===== src/pkg/sosel_defs.svh =====
// Purpose : Offsets, bit positions and reset values of the oscillator select block
// Assumes : Included by bare name wherever a constant is needed
// Notes   : Definitions only, no logic
`ifndef SOSEL_DEFS_SVH
`define SOSEL_DEFS_SVH

// ==========================================================
// Register byte addresses
`define SOSEL_CLOCK_MODE_REGISTER_OFS   12'h000
`define SOSEL_RTC_CONTROL_REGISTER_OFS     12'h004
`define SOSEL_STATUS_OFS   12'h008

// ==========================================================
// Clock mode register fields
`define SOSEL_HIGH_LOW_CLOCK_SELECT_BIT    0
`define SOSEL_IDLEN_BIT    1
`define SOSEL_FMON_BIT     2
`define SOSEL_SLOWC_LSB    5
`define SOSEL_SLOWC_MSB    7
`define SOSEL_HIGH_LOW_CLOCK_SELECT_RST    1'b1
`define SOSEL_IDLEN_RST    1'b1
`define SOSEL_SLOWC_RST    3'h0

// ==========================================================
// RTC control register fields
`define SOSEL_QUICK_START_32K_CONTROL_BIT     4
`define SOSEL_QUICK_START_32K_CONTROL_RST     1'b0

// ==========================================================
// Status register fields
`define SOSEL_ST_MODE_LSB  0
`define SOSEL_ST_MODE_MSB  2
`define SOSEL_ST_LOW_BIT   3
`define SOSEL_ST_BUSY_BIT  4

// ==========================================================
// Slow divider: codes up to this one divide fM, above use fSL
`define SOSEL_SLOWC_MAXDIV 3'h5
`define SOSEL_DIV_W        6

`endif


===== src/pkg/sosel_pkg.sv =====
// Purpose : Types shared by the oscillator select block
// Assumes : Constants live in sosel_defs.svh
// Notes   : Configuration options arrive as one packed struct
package sosel_pkg;

  // ==========================================================
  // High oscillator source options
  typedef enum logic [1:0]
  {
    SOSEL_HSRC_XTAL   = 2'b00,
    SOSEL_HSRC_IRC    = 2'b01,
    SOSEL_HSRC_ERC    = 2'b10,
    SOSEL_HSRC_EXTCLK = 2'b11
  } sosel_hsrc_e;

  // Internal RC fixed rate
  typedef enum logic [1:0]
  {
    SOSEL_IRC_4M  = 2'b00,
    SOSEL_IRC_8M  = 2'b01,
    SOSEL_IRC_12M = 2'b10
  } sosel_irc_e;

  // Operating mode reported to the core
  typedef enum logic [2:0]
  {
    SOSEL_MODE_NORMAL = 3'b000,
    SOSEL_MODE_SLOW0  = 3'b001,
    SOSEL_MODE_SLOW1  = 3'b010,
    SOSEL_MODE_IDLE   = 3'b011,
    SOSEL_MODE_SLEEP  = 3'b100
  } sosel_mode_e;

  // Switch sequencer states
  typedef enum logic [1:0]
  {
    SOSEL_SW_RUN      = 2'b00,
    SOSEL_SW_WAIT_OLD = 2'b01,
    SOSEL_SW_WAIT_NEW = 2'b10
  } sosel_sw_e;

  // Configuration options, fixed after programming
  typedef struct packed
  {
    sosel_hsrc_e highSrc;
    sosel_irc_e  ircFreq;
    logic        xtalHighRange;
    logic        lowExtXtal;
  } sosel_cfg_s;

  // Pin release flags, high means free for general I/O
  typedef struct packed
  {
    logic highPinA;
    logic highPinB;
    logic lowPinA;
    logic lowPinB;
  } sosel_gpio_s;

endpackage : sosel_pkg


===== src/rtl/sosel_clk_switch.sv =====
// Purpose : Glitch-free change between two clock-enable streams
// Assumes : Ticks are one-cycle pulses in the clk_sys domain
// Notes   : Old source finishes its period, first new period is discarded
`timescale 1ns/1ps
`include "sosel_defs.svh"

module sosel_clk_switch
(
  input  wire logic clk_sys,
  input  wire logic rst_n,
  input  wire logic selB,
  input  wire logic tickA,
  input  wire logic tickB,
  output logic      tickOut,
  output logic      curB,
  output logic      busy
);

  sosel_pkg::sosel_sw_e state_q;
  logic                 cur_q;
  logic                 tickOut_q;
  logic                 oldTick;
  logic                 newTick;

  // Ticks of the source in use and of the one requested
  assign oldTick = cur_q ? tickB : tickA;
  assign newTick = cur_q ? tickA : tickB;

  // Sequencer: a partial period of either source never reaches the output
  always_ff @(posedge clk_sys)
  begin
    if (!rst_n)
    begin
      state_q <= sosel_pkg::SOSEL_SW_RUN;
      cur_q   <= 1'b0;
    end
    else
    begin
      unique case (state_q)
        sosel_pkg::SOSEL_SW_RUN:
          if (selB != cur_q)
            state_q <= sosel_pkg::SOSEL_SW_WAIT_OLD;
        sosel_pkg::SOSEL_SW_WAIT_OLD:
          if (oldTick)
            state_q <= sosel_pkg::SOSEL_SW_WAIT_NEW;
        sosel_pkg::SOSEL_SW_WAIT_NEW:
          if (newTick)
          begin
            state_q <= sosel_pkg::SOSEL_SW_RUN;
            cur_q   <= ~cur_q;
          end
        default:
          state_q <= sosel_pkg::SOSEL_SW_RUN;
      endcase
    end
  end

  // Output tick, silent while waiting for the new source to align
  always_ff @(posedge clk_sys)
  begin
    if (!rst_n)
      tickOut_q <= 1'b0;
    else
      tickOut_q <= oldTick && (state_q != sosel_pkg::SOSEL_SW_WAIT_NEW);
  end

  assign tickOut = tickOut_q;
  assign curB    = cur_q;
  assign busy    = (state_q != sosel_pkg::SOSEL_SW_RUN);

endmodule : sosel_clk_switch


===== src/rtl/sosel_top.sv =====
// Purpose : System oscillator source selection with APB registers
// Assumes : Oscillator activity arrives as one-cycle ticks on clk_sys
// Notes   : Every clock here is an enable pulse, never a real clock
`timescale 1ns/1ps
`include "sosel_defs.svh"

module sosel_top
#(
  parameter int ADDR_W = 12
)
(
  input  wire logic                clk_sys,
  input  wire logic                rst_n,
  input  wire logic                psel,
  input  wire logic                penable,
  input  wire logic                pwrite,
  input  wire logic [ADDR_W-1:0]   paddr,
  input  wire logic [31:0]         pwdata,
  output logic      [31:0]         prdata,
  output logic                     pready,
  output logic                     pslverr,
  input  wire sosel_pkg::sosel_cfg_s cfg,
  input  wire logic                highPinATick,
  input  wire logic                ircTick,
  input  wire logic                lowPinATick,
  input  wire logic                lircTick,
  input  wire logic                haltReq,
  input  wire logic                wakeReq,
  output logic                     sysClkEn,
  output logic                     subClkEn,
  output logic                     highOscEnable,
  output logic                     ircEnable,
  output sosel_pkg::sosel_irc_e    ircFreqSel,
  output logic                     xtalHighRange,
  output logic                     lowOscEnable,
  output logic                     quickStartOn,
  output sosel_pkg::sosel_gpio_s   gpioRelease,
  output sosel_pkg::sosel_mode_e   opMode
);

  // ==========================================================
  // Declarations
  logic                   high_low_clock_select_q;
  logic                   idleEn_q;
  logic [2:0]             slowc_q;
  logic                   quick_q;
  logic                   halted_q;
  logic [31:0]            prdata_q;
  logic [`SOSEL_DIV_W-1:0] divCnt_q;
  logic                   sysTick_q;
  logic                   subTick_q;
  logic                   highOn_q;
  sosel_pkg::sosel_mode_e mode_q;
  sosel_pkg::sosel_gpio_s gpio_q;
  logic                   setup;
  logic                   access;
  logic                   hitClk;
  logic                   hitRtc;
  logic                   hitSt;
  logic                   slowFromLow;
  logic                   fmOn;
  logic                   fmTick;
  logic                   lowTick;
  logic                   divTick;
  logic                   slowTick;
  logic                   swTick;
  logic                   swLow;
  logic                   swBusy;
  logic [`SOSEL_DIV_W-1:0] divMask;
  logic [31:0]            rdValue;

  // ==========================================================
  // APB decode
  assign setup  = psel && !penable;
  assign access = psel && penable;
  assign hitClk = (paddr == `SOSEL_CLOCK_MODE_REGISTER_OFS);
  assign hitRtc = (paddr == `SOSEL_RTC_CONTROL_REGISTER_OFS);
  assign hitSt  = (paddr == `SOSEL_STATUS_OFS);

  // Zero wait states; unmapped addresses answer with an error
  assign pready  = access;
  assign pslverr = access && !(hitClk || hitRtc || hitSt);

  // Clock mode register written in the access phase only
  always_ff @(posedge clk_sys)
  begin
    if (!rst_n)
    begin
      high_low_clock_select_q  <= `SOSEL_HIGH_LOW_CLOCK_SELECT_RST;
      idleEn_q <= `SOSEL_IDLEN_RST;
      slowc_q  <= `SOSEL_SLOWC_RST;
    end
    else if (access && pwrite && hitClk)
    begin
      high_low_clock_select_q  <= pwdata[`SOSEL_HIGH_LOW_CLOCK_SELECT_BIT];
      idleEn_q <= pwdata[`SOSEL_IDLEN_BIT];
      slowc_q  <= pwdata[`SOSEL_SLOWC_MSB:`SOSEL_SLOWC_LSB];
    end
  end

  // Quick start bit, cleared at reset so start-up is fast
  always_ff @(posedge clk_sys)
  begin
    if (!rst_n)
      quick_q <= `SOSEL_QUICK_START_32K_CONTROL_RST;
    else if (access && pwrite && hitRtc)
      quick_q <= pwdata[`SOSEL_QUICK_START_32K_CONTROL_BIT];
  end

  // Read value assembled from live state
  always_comb
  begin
    rdValue = 32'h0000_0000;
    if (hitClk)
    begin
      rdValue[`SOSEL_HIGH_LOW_CLOCK_SELECT_BIT] = high_low_clock_select_q;
      rdValue[`SOSEL_IDLEN_BIT] = idleEn_q;
      rdValue[`SOSEL_FMON_BIT]  = highOn_q;
      rdValue[`SOSEL_SLOWC_MSB:`SOSEL_SLOWC_LSB] = slowc_q;
    end
    else if (hitRtc)
    begin
      rdValue[`SOSEL_QUICK_START_32K_CONTROL_BIT] = quick_q;
    end
    else if (hitSt)
    begin
      rdValue[`SOSEL_ST_MODE_MSB:`SOSEL_ST_MODE_LSB] = mode_q;
      rdValue[`SOSEL_ST_LOW_BIT]  = swLow;
      rdValue[`SOSEL_ST_BUSY_BIT] = swBusy;
    end
  end

  // Read data captured in the setup cycle so prdata is a flop
  always_ff @(posedge clk_sys)
  begin
    if (!rst_n)
      prdata_q <= 32'h0000_0000;
    else if (setup && !pwrite)
      prdata_q <= rdValue;
  end

  assign prdata = prdata_q;

  // ==========================================================
  // Halt and wake; a halt in the same cycle as a wake wins
  always_ff @(posedge clk_sys)
  begin
    if (!rst_n)
      halted_q <= 1'b0;
    else if (haltReq)
      halted_q <= 1'b1;
    else if (wakeReq)
      halted_q <= 1'b0;
  end

  // ==========================================================
  // Source selection by configuration options
  // Slow mode0 takes fSL; the high clock can then stop entirely
  assign slowFromLow = (slowc_q > `SOSEL_SLOWC_MAXDIV);
  assign fmOn        = !halted_q && (high_low_clock_select_q || !slowFromLow);

  // High tick: internal RC or whatever drives the first high pin
  assign fmTick  = fmOn &&
                   ((cfg.highSrc == sosel_pkg::SOSEL_HSRC_IRC) ? ircTick
                                                               : highPinATick);
  // Low tick: external 32768Hz crystal or internal 32k RC
  assign lowTick = cfg.lowExtXtal ? lowPinATick : lircTick;

  // ==========================================================
  // Slow divider fM/2 .. fM/64, one tick per wrap of the masked bits
  always_comb
  begin
    divMask = '0;
    for (int i = 0; i < `SOSEL_DIV_W; i++)
    begin
      if (i <= int'(slowc_q))
        divMask[i] = 1'b1;
    end
  end

  assign divTick = fmTick && ((divCnt_q & divMask) == divMask);

  // Divider counts only while fM runs; restarts on a new setting
  always_ff @(posedge clk_sys)
  begin
    if (!rst_n)
      divCnt_q <= '0;
    else if (access && pwrite && hitClk)
      divCnt_q <= '0;
    else if (fmTick)
      divCnt_q <= divCnt_q + `SOSEL_DIV_W'(1);
  end

  assign slowTick = slowFromLow ? lowTick : divTick;

  // ==========================================================
  // Glitch-free change between fM and fSLOW
  sosel_clk_switch u_switch
  (
    .clk_sys (clk_sys),
    .rst_n   (rst_n),
    .selB    (!high_low_clock_select_q),
    .tickA   (fmTick),
    .tickB   (slowTick),
    .tickOut (swTick),
    .curB    (swLow),
    .busy    (swBusy)
  );

  // System and sub clock enables, system clock stops in power down
  always_ff @(posedge clk_sys)
  begin
    if (!rst_n)
    begin
      sysTick_q <= 1'b0;
      subTick_q <= 1'b0;
    end
    else
    begin
      sysTick_q <= swTick && !halted_q;
      subTick_q <= lowTick;
    end
  end

  assign sysClkEn = sysTick_q;
  assign subClkEn = subTick_q;

  // ==========================================================
  // Operating mode, derived from select bits and halt state
  always_ff @(posedge clk_sys)
  begin
    if (!rst_n)
      mode_q <= sosel_pkg::SOSEL_MODE_NORMAL;
    else if (halted_q)
      mode_q <= idleEn_q ? sosel_pkg::SOSEL_MODE_IDLE
                         : sosel_pkg::SOSEL_MODE_SLEEP;
    else if (high_low_clock_select_q)
      mode_q <= sosel_pkg::SOSEL_MODE_NORMAL;
    else if (slowFromLow)
      mode_q <= sosel_pkg::SOSEL_MODE_SLOW0;
    else
      mode_q <= sosel_pkg::SOSEL_MODE_SLOW1;
  end

  assign opMode = mode_q;

  // ==========================================================
  // Oscillator enables; a registered copy keeps outputs clean
  always_ff @(posedge clk_sys)
  begin
    if (!rst_n)
      highOn_q <= 1'b1;
    else
      highOn_q <= fmOn;
  end

  assign highOscEnable = highOn_q &&
                         (cfg.highSrc != sosel_pkg::SOSEL_HSRC_IRC);
  assign ircEnable     = highOn_q &&
                         (cfg.highSrc == sosel_pkg::SOSEL_HSRC_IRC);
  assign ircFreqSel    = cfg.ircFreq;
  // Range only means something for the crystal; others see low range
  assign xtalHighRange = (cfg.highSrc == sosel_pkg::SOSEL_HSRC_XTAL) &&
                         cfg.xtalHighRange;
  // The low oscillator never stops; the quick bit only trades current
  assign lowOscEnable  = 1'b1;
  assign quickStartOn  = !quick_q;

  // ==========================================================
  // Pin release to general I/O, per selected sources
  always_ff @(posedge clk_sys)
  begin
    if (!rst_n)
      gpio_q <= '0;
    else
    begin
      gpio_q.highPinA <= (cfg.highSrc == sosel_pkg::SOSEL_HSRC_IRC);
      gpio_q.highPinB <= (cfg.highSrc != sosel_pkg::SOSEL_HSRC_XTAL);
      gpio_q.lowPinA  <= !cfg.lowExtXtal;
      gpio_q.lowPinB  <= !cfg.lowExtXtal;
    end
  end

  assign gpioRelease = gpio_q;

endmodule : sosel_top


===== config.mk =====
export PLATFORM = sky130hd
export DESIGN_NAME = sosel_top
export DESIGN_NICKNAME = d
export VERILOG_FILES = /design/src/pkg/sosel_pkg.sv /design/src/rtl/sosel_clk_switch.sv /design/src/rtl/sosel_top.sv
export VERILOG_INCLUDE_DIRS = /design/src /design/src/pkg
export SDC_FILE = /design/constraint.sdc
export NUM_CORES = 1
export LEC_CHECK = 0
export BUFFER_PORTS_ARGS = -buffer_cell sky130_fd_sc_hd__buf_2
export CAP_MARGIN = 20
export CORE_UTILIZATION = 45
export DETAILED_ROUTE_END_ITERATION = 16
export GPL_ROUTABILITY_DRIVEN = 0
export HOLD_SLACK_MARGIN = 0.15
export PLACE_DENSITY = 0.82
export SLEW_MARGIN = 25
export SYNTH_ARGS = -nofsm -noshare
export SYNTH_HDL_FRONTEND = slang
export SYNTH_SLANG_ARGS = --single-unit

===== constraint.sdc =====
create_clock -name clk_sys -period 2.4 [get_ports clk_sys]
set_input_delay 0.12 -clock clk_sys [delete_from_list [all_inputs] [get_ports clk_sys]]
set_output_delay 0.12 -clock clk_sys [all_outputs]
set_load 0.05 [all_outputs]

==> metrics.txt, run 1 <==
status complete, no violations; Power Density 578 mW/mm2; Post-synth EDFFs 0; Max-Cap Viols 0; VDD IR max 0.000330 V; row count 22; Die Height 65.0 um; reg2reg end u_switch.state_q[0]; first drt pass iteration count 4; final std cells w/o fill 312; DP Wirelength 2500 um; TNS Setup 0 ns; initial antenna violation count 0; Die X 65.0 um; Power Internal 876 uW; root buf cell clkbuf_8; ratio of final minimum period to clock period 0.782; cell chain of the critical path dlygate4sd3_1, buf_2, nor2b_4, mux2i_2, or4b_4, nand2b_4, a31o_1; Remaining DRCs 0; sequential power share 0.465; number of port buffers 55; Placed Instances 293; RR Startpoint slowc_q[2]; die footprint 0.00423 mm2; Yosys top cell by area dfxtp_1; RSZ-0062 raised after global routing no; initial drt markers 50; mean routed wirelength per cell 11.3 um; Worst-Margin Slew 0.640 ns; Critical Path Fanout Max 8; first-pass GRT wire length 5710 um; largest net degree at the start of global routing 30; CTS tree yes; worst setup slack after layout 0.523 ns; synth-to-layout area growth 22.1%; Post-Syn Area 0.00179 mm2; vias in the first global route 1338; main flop type after synthesis dfxtp_1; CP startpoint kind input port; Clk pwr share 0.340; clk buf depth 2; Vias 1492; cell count after synthesis 200; DRT antenna net count 0; power share of the combinational group 0.195; Final Critical Period 1.88 ns; Initial Util 0.477; critical path class input port to register; Hold Slack 0.170 ns; final WL 3520 um; fin. max-slew vios 0; CP Capture Type register; Antenna Cells 0; grt ovf 0; Rel. slew slack 0.571; gr usage total 0.182; H-tree Lvls 2; Critical path origin cfg[4]; Seq cells post-synth 34; Avg Cell Area, Syn 8.93 um2; Leak 0.000956 uW; slowest stage delay, CP 0.57 ns; Critical Path Slowest Stage Cell or4b_4; Switching Share 0.305; Req. time, crit path 2.58 ns; post-synthesis sequential area ratio 0.381; Critical Path AT 2.06 ns; reg2reg path depth 5; Net Sw Power 384 uW; Hold Path Class input port to register; skew final 0.00431 ns; CORE AREA 0.00374 mm2; Worst-Skew Late Latency 0.29 ns; fmax 533 MHz; Synth area leaders dfxtp_1, buf_4, nor2b_1; fill count 335; clock transition at the registers of the reported paths 0.07 ns; Final Hold Viols 0; TritonCTS Buffers 5; Final Core Density 0.583; clock sink count 34; Async SR Flop Fraction 0; Post-Place Worst Slack 0.565 ns; Ports 111; Cell variety after synth 47; share of cells above drive strength 1 0.284; Final setup viols 0; Yosys Warn Count 0; flop-to-flop setup slack 0.67 ns; Synth top area share 0.381; Vias per Instance 4.78; layout net count 325; Critical Path Sink u_switch.state_q[0]
[synthesized netlist by cell type (all sizes together), types with 4 or more instances]
| master | instances |
|---|---|
| mux2i | 7 |
| a21oi | 6 |
| dfxtp | 34 |
| o21ai | 9 |
| nor3 | 5 |
| clkbuf | 5 |
| a22oi | 4 |
| a32oi | 4 |
| inv | 4 |
| xnor2 | 5 |
| buf | 28 |
| nor2 | 13 |
| nand2 | 12 |
| and2 | 5 |
| nor2b | 18 |
[power by group through the flow]
stage          Combinational [uW]  Sequential (uW)  Clock [uW]
2_1_floorplan                 203              619           0
3_3_place_gp                  230              599           0
3_5_place_dp                  231              599           0
4_1_cts                       246              586         438
5_1_grt                       261              588         473
6_report                      246              586         429
[registers in the layout, summed over array words and instances, names as in the netlist]
name                     flops
slowc_q                      3
subClkEn                     1
divCnt_q                     6
idleEn_q                     1
gpioRelease                  3
opMode                       3
sysClkEn                     1
u_switch.tickOut             1
high_low_clock_select_q      1
highOn_q                     1
prdata                       8
u_switch.state_q             2
halted_q                     1
quick_q                      1
u_switch.curB                1
[routing by layer]
metal | wire length, um | vias to the layer above | global-route usage
met1 | 1540 | 686 | 0.200
met4 | 68 | 0 | 0.101
met2 | 1740 | 41 | 0.307
met5 | 0 | - | 0
li1 | - | 759 | -
met3 | 170 | 6 | 0.0616
[worst min-delay path by stage]
stage	start	end	slack (ns)	depth (start not counted)
finish	lircTick	subClkEn	0.17	3
global route	lowPinATick	subClkEn	0.17	3
CTS	lircTick	subClkEn	0.16	3
detailed placement	cfg[3]	ircFreqSel[1]	0.24	0
global placement	cfg[3]	ircFreqSel[1]	0.24	0
floorplan	cfg[0]	gpioRelease[0]	0.19	1
[placed cells by master, fill, tap and decap left out, types with 5 or more instances in the layout]
cell	instances
buf_2	55
nor2_1	13
mux2i_1	6
nor2b_1	17
dfxtp_1	34
conb_1	25
a21oi_1	6
o21ai_0	9
nand2_1	12
xnor2_1	5
clkbuf_8	6
dlygate4sd3_1	11
[stage by stage]
stage / power (uW) / area, um2
floorplan: 822 / 1870
global placement: 829 / 1980
detailed placement: 830 / 1980
CTS: 1270 / 2180
global route: 1320 / 2180
finish: 1260 / 2180
[worst max-delay path: cells and delay by family]
family / cells / cell delay (ns)
and+or+nand+nor: 3 / 0.86
AOI/OAI and AO/OA: 1 / 0.18
buffers and inverters: 2 / 0.67
muxes: 1 / 0.22
[cell type report]
cell class	instances	area, um2	area share
Clock buffer	7	86.3	0.0396
Inverter	4	15.0	0.00688
Sequential cell	34	681	0.312
Tap cell	48	60.1	0.0275
Multi-Input combinational cell	152	948	0.435
Clock inverter	1	5.00	0.00229
Timing Repair Buffer	66	385	0.177
[cell families (layout without fill, tap and decap cells)]
group / Yosys count / count (layout) / synth area share
AOI/OAI and AO/OA: 37 / 37 / 0.141
other: 2 / 25 / 0.00420
and+or+nand+nor: 74 / 74 / 0.246
buffers and inverters: 37 / 78 / 0.137
adders and majority gates: 1 / 1 / 0.00700
muxes: 9 / 9 / 0.0539
xor gates and xnor gates: 6 / 6 / 0.0294
DFF: 34 / 34 / 0.381
[what timing repair did]
action / 4_1_cts / 5_1_grt
endpoints found under the hold margin: 9 / 0
resized for setup: 0 / 0
hold buffers: 11 / 0
setup buffers: 0 / 0
Note: power is estimated with default switching activity, not from simulation.
==> inputs of run 2 (changes only) <==
--- a/config.mk
+++ b/config.mk
@@ -6,13 +6,14 @@
 export SDC_FILE = /design/constraint.sdc
 export NUM_CORES = 1
 export LEC_CHECK = 0
+export ABC_AREA = 1
 export BUFFER_PORTS_ARGS = -buffer_cell sky130_fd_sc_hd__buf_2
 export CAP_MARGIN = 20
-export CORE_UTILIZATION = 45
+export CORE_UTILIZATION = 43
 export DETAILED_ROUTE_END_ITERATION = 16
 export GPL_ROUTABILITY_DRIVEN = 0
 export HOLD_SLACK_MARGIN = 0.15
-export PLACE_DENSITY = 0.82
+export PLACE_DENSITY = 0.78
 export SLEW_MARGIN = 25
 export SYNTH_ARGS = -nofsm -noshare
 export SYNTH_HDL_FRONTEND = slang
==> constraint.sdc (replaced) <==
create_clock -name clk_sys -period 1.86 [get_ports clk_sys]
set_input_delay 0.093 -clock clk_sys [delete_from_list [all_inputs] [get_ports clk_sys]]
set_output_delay 0.093 -clock clk_sys [all_outputs]
set_load 0.05 [all_outputs]
==> metrics.txt, run 2 <==
Avg Cell Area, Syn 7.23 um2 (-19%); Die X 67.2 um (+3.4%); H-tree Lvls 2 (unchanged); fin. max-slew vios 0 (unchanged); Post-synth top cells nand2_1, dfxtp_1, inv_1, nor2_1, buf_4; Final Hold Viols 0 (unchanged); Hold Path Class input port to register; mean routed wirelength per cell 10.1 um (-10%); most common cell in the netlist nand2_1; Critical Path Fanout Max 6 (-2); TritonCTS Buffers 5 (unchanged); most common library cell in the layout ignoring fill and taps buf_2; Leak 0.00116 uW (+22%); DP Wirelength 2840 um (+13%); Power Density 772 mW/mm2 (+33%); Req. time, crit path 2.03 ns (-0.55 ns); Critical Path AT 1.66 ns (-0.40 ns); initial drt markers 56 (+12%); worst setup slack after layout 0.369 ns (-0.154 ns); critical path class input port to register; Seq cells post-synth 34 (unchanged); layout net count 385 (+18%); DRT antenna net count 0 (unchanged); first drt pass iteration count 4 (unchanged); Synth area leaders dfxtp_1, buf_4, nand2_1; final WL 3790 um (+7.6%); Ports 111 (unchanged); gr usage total 0.180 (-0.00238); status complete, no violations; Remaining DRCs 0 (unchanged); cell count after synthesis 253 (+27%); most frequent cells in the layout buf_2, nand2_1, dfxtp_1; RR Startpoint slowc_q[2]; Hold Path Depth 3 (unchanged); CP startpoint kind input port; reg2reg path depth 13 (+8); fmax 671 MHz; clock sink count 34 (unchanged); fill count 373 (+11%); max FFs per register 8 (unchanged); Vias 1701 (+14%); initial antenna violation count 0 (unchanged); synth-to-layout area growth 25.6%; largest net degree at the start of global routing 17 (-43%); Post-Syn Area 0.00183 mm2 (+2.3%); clock transition at the registers of the reported paths 0.06 ns (about the same); hold_sp rst_n; main flop type after synthesis dfxtp_1; Cell variety after synth 34 (-28%); Antenna Cells 0 (unchanged); skew final 0.00766 ns (+0.00335 ns); Yosys top cell by area dfxtp_1; number of port buffers 55 (unchanged); TNS Setup 0 ns (unchanged); post-synthesis sequential area ratio 0.372 (-0.00860); hold endpoint sysClkEn; Die Height 67.2 um (+3.4%); reg2reg end u_switch.state_q[0]; ratio of final minimum period to clock period 0.801; CORE AREA 0.00403 mm2 (+7.6%); clk buf depth 2 (unchanged); row count 23 (+4.5%); vias in the first global route 1492 (+12%); Vias per Instance 4.55 (-4.9%); Final setup viols 0 (unchanged); Final Critical Period 1.49 ns; placed cell area 0.00204 mm2 (+3.0%); grt ovf 0 (unchanged); Post-synth EDFFs 0 (unchanged); Synth top area share 0.372 (-0.00860); flop-to-flop setup slack 0.43 ns (-0.24 ns); die footprint 0.00452 mm2 (+6.9%); Post-Place Worst Slack 0.445 ns (-0.120 ns); Final Core Density 0.570 (-0.0127); fin area 0.00230 mm2 (+5.3%); Worst-Skew Late Latency 0.28 ns (about the same); Yosys Warn Count 0 (unchanged); CP Capture Type register; Placed Instances 351 (+20%); CTS tree yes; VDD IR max 0.000591 V (+79%); final std cells w/o fill 374 (+20%); post-cts repair resize count 0 (unchanged); Initial Util 0.454 (-0.0235); first-pass GRT wire length 6020 um (+5.4%); RSZ-0062 raised after global routing no; Async SR Flop Fraction 0 (unchanged); share of cells above drive strength 1 0.259 (-0.0248); Max-Cap Viols 0 (unchanged); root buf cell clkbuf_8
## run 2: changes by cell type in the layout (fill, tap and decap cells not counted), sizes merged, moves of 4 or more
cell | previous run | this run
dlygate4sd3 | 11 | 15
a21oi | 6 | 15
nand2 | 12 | 45
o21ai | 9 | 14
mux2i | 7 | 0
or2 | 0 | 4
inv | 4 | 35
a32oi | 4 | 0
and2 | 5 | 0
nor2b | 18 | 0
nand3 | 3 | 7
a22oi | 4 | 0
xnor2 | 5 | 1
nor2 | 13 | 38
## run 2: worst max-delay path, stage by stage
cell           delay (ns)
dlygate4sd3_1        0.53
buf_2                0.15
nand2_2              0.09
nand2_1              0.07
nand2_2              0.07
nand2_4              0.08
inv_2                0.12
nand3b_2             0.10
nor2_2               0.11
nand2_1              0.08
o21bai_1             0.12
a21oi_1              0.05
## run 2: metrics by stage
step                power [uW]  hold WS [ns]
finish                    1770         0.176
global route              1840         0.183
CTS                       1790         0.162
detailed placement        1110         0.186
global placement          1110         0.186
floorplan                 1090         0.165
## run 2: repair_timing
action	CTS	global route
hold endpoints to repair	11	0
hold buffers	15	0
buffers inserted	0	0
endpoints found under the setup margin	0	0
## run 2: logic make-up after synthesis
kind of cell | after synthesis | share of synthesized area
AND/OR/NAND/NOR | 107 | 0.284
buffers and inverters | 67 | 0.196
AO/OA/AOI/OAI | 41 | 0.131
flip-flops | 34 | 0.372
other | 2 | 0.00411
XOR/XNOR | 1 | 0.00479
adder cells (fa/ha/maj) | 1 | 0.00684
## run 2: how the worst max path moves through the flow
stage / slack, ns / to / start
floorplan: 0.38 / pslverr / penable
global placement: 0.45 / u_switch.state_q[0] / slowc_q[2]
detailed placement: 0.44 / u_switch.state_q[0] / slowc_q[2]
CTS: 0.36 / divCnt_q[5] / cfg[4]
global route: 0.21 / high_low_clock_select_q / paddr[11]
finish: 0.37 / divCnt_q[5] / cfg[4]
## run 2: final cells by class
type / count / area [um2] / share of cell area
timing repair buffer: 72 / 440 / 0.192
inverter: 35 / 131 / 0.0572
clock inverter: 1 / 30.0 / 0.0131
clock buffer: 7 / 76.3 / 0.0332
tap: 50 / 62.6 / 0.0272
multi-input combinational: 175 / 875 / 0.381
sequential: 34 / 681 / 0.296
## run 2: per-layer routing
layer | track usage | vias to the layer above | share of wire
met5 | 0 | - | 0
met4 | 0.0824 | 0 | 0.022
met3 | 0.0439 | 8 | 0.046
met2 | 0.326 | 46 | 0.50
met1 | 0.195 | 756 | 0.43
li1 | - | 891 | -
## run 2: power breakdown
part           switching (uW)  internal (uW)
registers                12.8            749
clock network             251            401
logic                     270           88.4
==> inputs of run 3 (changes only) <==
==> constraint.sdc (replaced) <==
create_clock -name clk_sys -period 1.5 [get_ports clk_sys]
set_input_delay 0.075 -clock clk_sys [delete_from_list [all_inputs] [get_ports clk_sys]]
set_output_delay 0.075 -clock clk_sys [all_outputs]
set_load 0.05 [all_outputs]
==> metrics.txt, run 3 (synthesis results as in run 2) <==
clk buf depth 2 (unchanged); Power Density 888 mW/mm2 (+15%); Die X 67.2 um (unchanged); Critical Path Sink idleEn_q; most frequent cells in the layout buf_2, nand2_1, inv_1, nor2_1, dfxtp_1; Max-Cap Viols 0 (unchanged); Critical Path Fanout Max 16 (+10); Final Critical Period 1.41 ns; layout net count 391 (+1.6%); Req. time, crit path 1.68 ns (-0.35 ns); number of port buffers 55 (unchanged); CP startpoint kind input port; fmax 708 MHz; Ports 111 (unchanged); CORE AREA 0.00403 mm2 (unchanged); fill count 382 (+2.4%); max FFs per register 8 (unchanged); Post-Place Worst Slack 0.0572 ns (-0.388 ns); VDD IR max 0.000666 V (+13%); Vias per Instance 4.61 (+1.3%); most common library cell in the layout ignoring fill and taps buf_2; final WL 3920 um (+3.6%); initial antenna violation count 0 (unchanged); first-pass GRT wire length 6430 um (+6.8%); share of cells above drive strength 1 0.288 (+0.0286); CTS tree yes; Critical Path AT 1.59 ns (-0.07 ns); grt ovf 0 (unchanged); row count 23 (unchanged); largest net degree at the start of global routing 17 (unchanged); first drt pass iteration count 4 (unchanged); Die Height 67.2 um (unchanged); TritonCTS Buffers 5 (unchanged); CP Capture Type register; fin. max-slew vios 0 (unchanged); vias in the first global route 1545 (+3.6%); flop-to-flop setup slack 0.12 ns (-0.31 ns); status complete, no violations; worst setup slack after layout 0.0879 ns (-0.281 ns); skew final 0.00560 ns (-0.00206 ns); Antenna Cells 0 (unchanged); Final Core Density 0.590 (+0.0202); Hold Path Class input port to output pin; Critical path origin rst_n; Remaining DRCs 0 (unchanged); Final Hold Viols 0 (unchanged); Final setup viols 0 (unchanged); RSZ-0062 raised after global routing no; Vias 1751 (+2.9%); Worst-Skew Late Latency 0.29 ns (about the same); synth-to-layout area growth 30.0%; ratio of final minimum period to clock period 0.941; initial drt markers 39 (-30%); Initial Util 0.454 (unchanged); reg2reg end halted_q; DRT antenna net count 0 (unchanged); critical path class input port to register; clock sink count 34 (unchanged); die footprint 0.00452 mm2 (unchanged); gr usage total 0.193 (+0.0132); mean routed wirelength per cell 10.3 um (+1.9%); RR Startpoint halted_q; reg2reg path depth 5 (-8); root buf cell clkbuf_8; TNS Setup 0 ns (unchanged); clock transition at the registers of the reported paths 0.07 ns (about the same); Leak 0.00123 uW (+5.6%); DP Wirelength 2780 um (-2.0%); H-tree Lvls 2 (unchanged)
run 3: cell type report:
class / instances / area (um2) / area share
Clock buffer: 6 / 82.6 / 0.0347
Tap cell: 50 / 62.6 / 0.0263
Timing Repair Buffer: 78 / 498 / 0.209
Sequential cell: 34 / 686 / 0.288
Clock inverter: 2 / 12.5 / 0.00526
Multi-Input combinational cell: 175 / 902 / 0.379
Inverter: 35 / 134 / 0.0563
run 3: stage by stage:
step / cells / hold WS [ns] / cell area, um2 / power, uW
2_1_floorplan: 276 / 0.147 / 1910 / 1350
3_3_place_gp: 356 / 0.150 / 2080 / 1380
3_5_place_dp: 356 / 0.150 / 2080 / 1390
4_1_cts: 380 / 0.150 / 2330 / 2120
5_1_grt: 380 / 0.150 / 2380 / 2210
6_report: 380 / 0.150 / 2380 / 2110
run 3: worst max-delay path: stages:
cell	delay, ns
dlygate4sd3_1	0.52
buf_2	0.27
o211ai_1	0.15
dlygate4sd3_1	0.58
run 3: report_power, final:
part | internal, uW | leakage, uW | switching [uW] | total, uW
Combinational | 122 | 0.000902 | 340 | 462
Clock | 369 | 0.0000472 | 338 | 706
Sequential | 927 | 0.000278 | 16.7 | 943
run 3: repair_timing:
action	CTS	global route
hold buffers	16	0
resized for setup	0	12
hold endpoints to repair	13	0
buffers inserted	0	2
endpoints found under the setup margin	0	7
run 3: worst min-delay path by stage:
stage                       from              to  slack (ns)  depth (start not counted)
after detailed placement  cfg[3]   ircFreqSel[1]        0.15                          0
after floorplan           cfg[0]  gpioRelease[0]        0.15                          1
final                     cfg[2]   ircFreqSel[0]        0.15                          0
after global routing      cfg[2]   ircFreqSel[0]        0.15                          0
after CTS                 cfg[3]   ircFreqSel[1]        0.15                          0
after global placement    cfg[3]   ircFreqSel[1]        0.15                          0
run 3: routing by layer:
metal  wire (um)  vias to the layer above  global-route usage
met5           0                        -                   0
met4          55                        0              0.0718
met3         244                        7              0.0642
met2        2020                       53               0.339
met1        1600                      790               0.215
li1            -                      901                   -
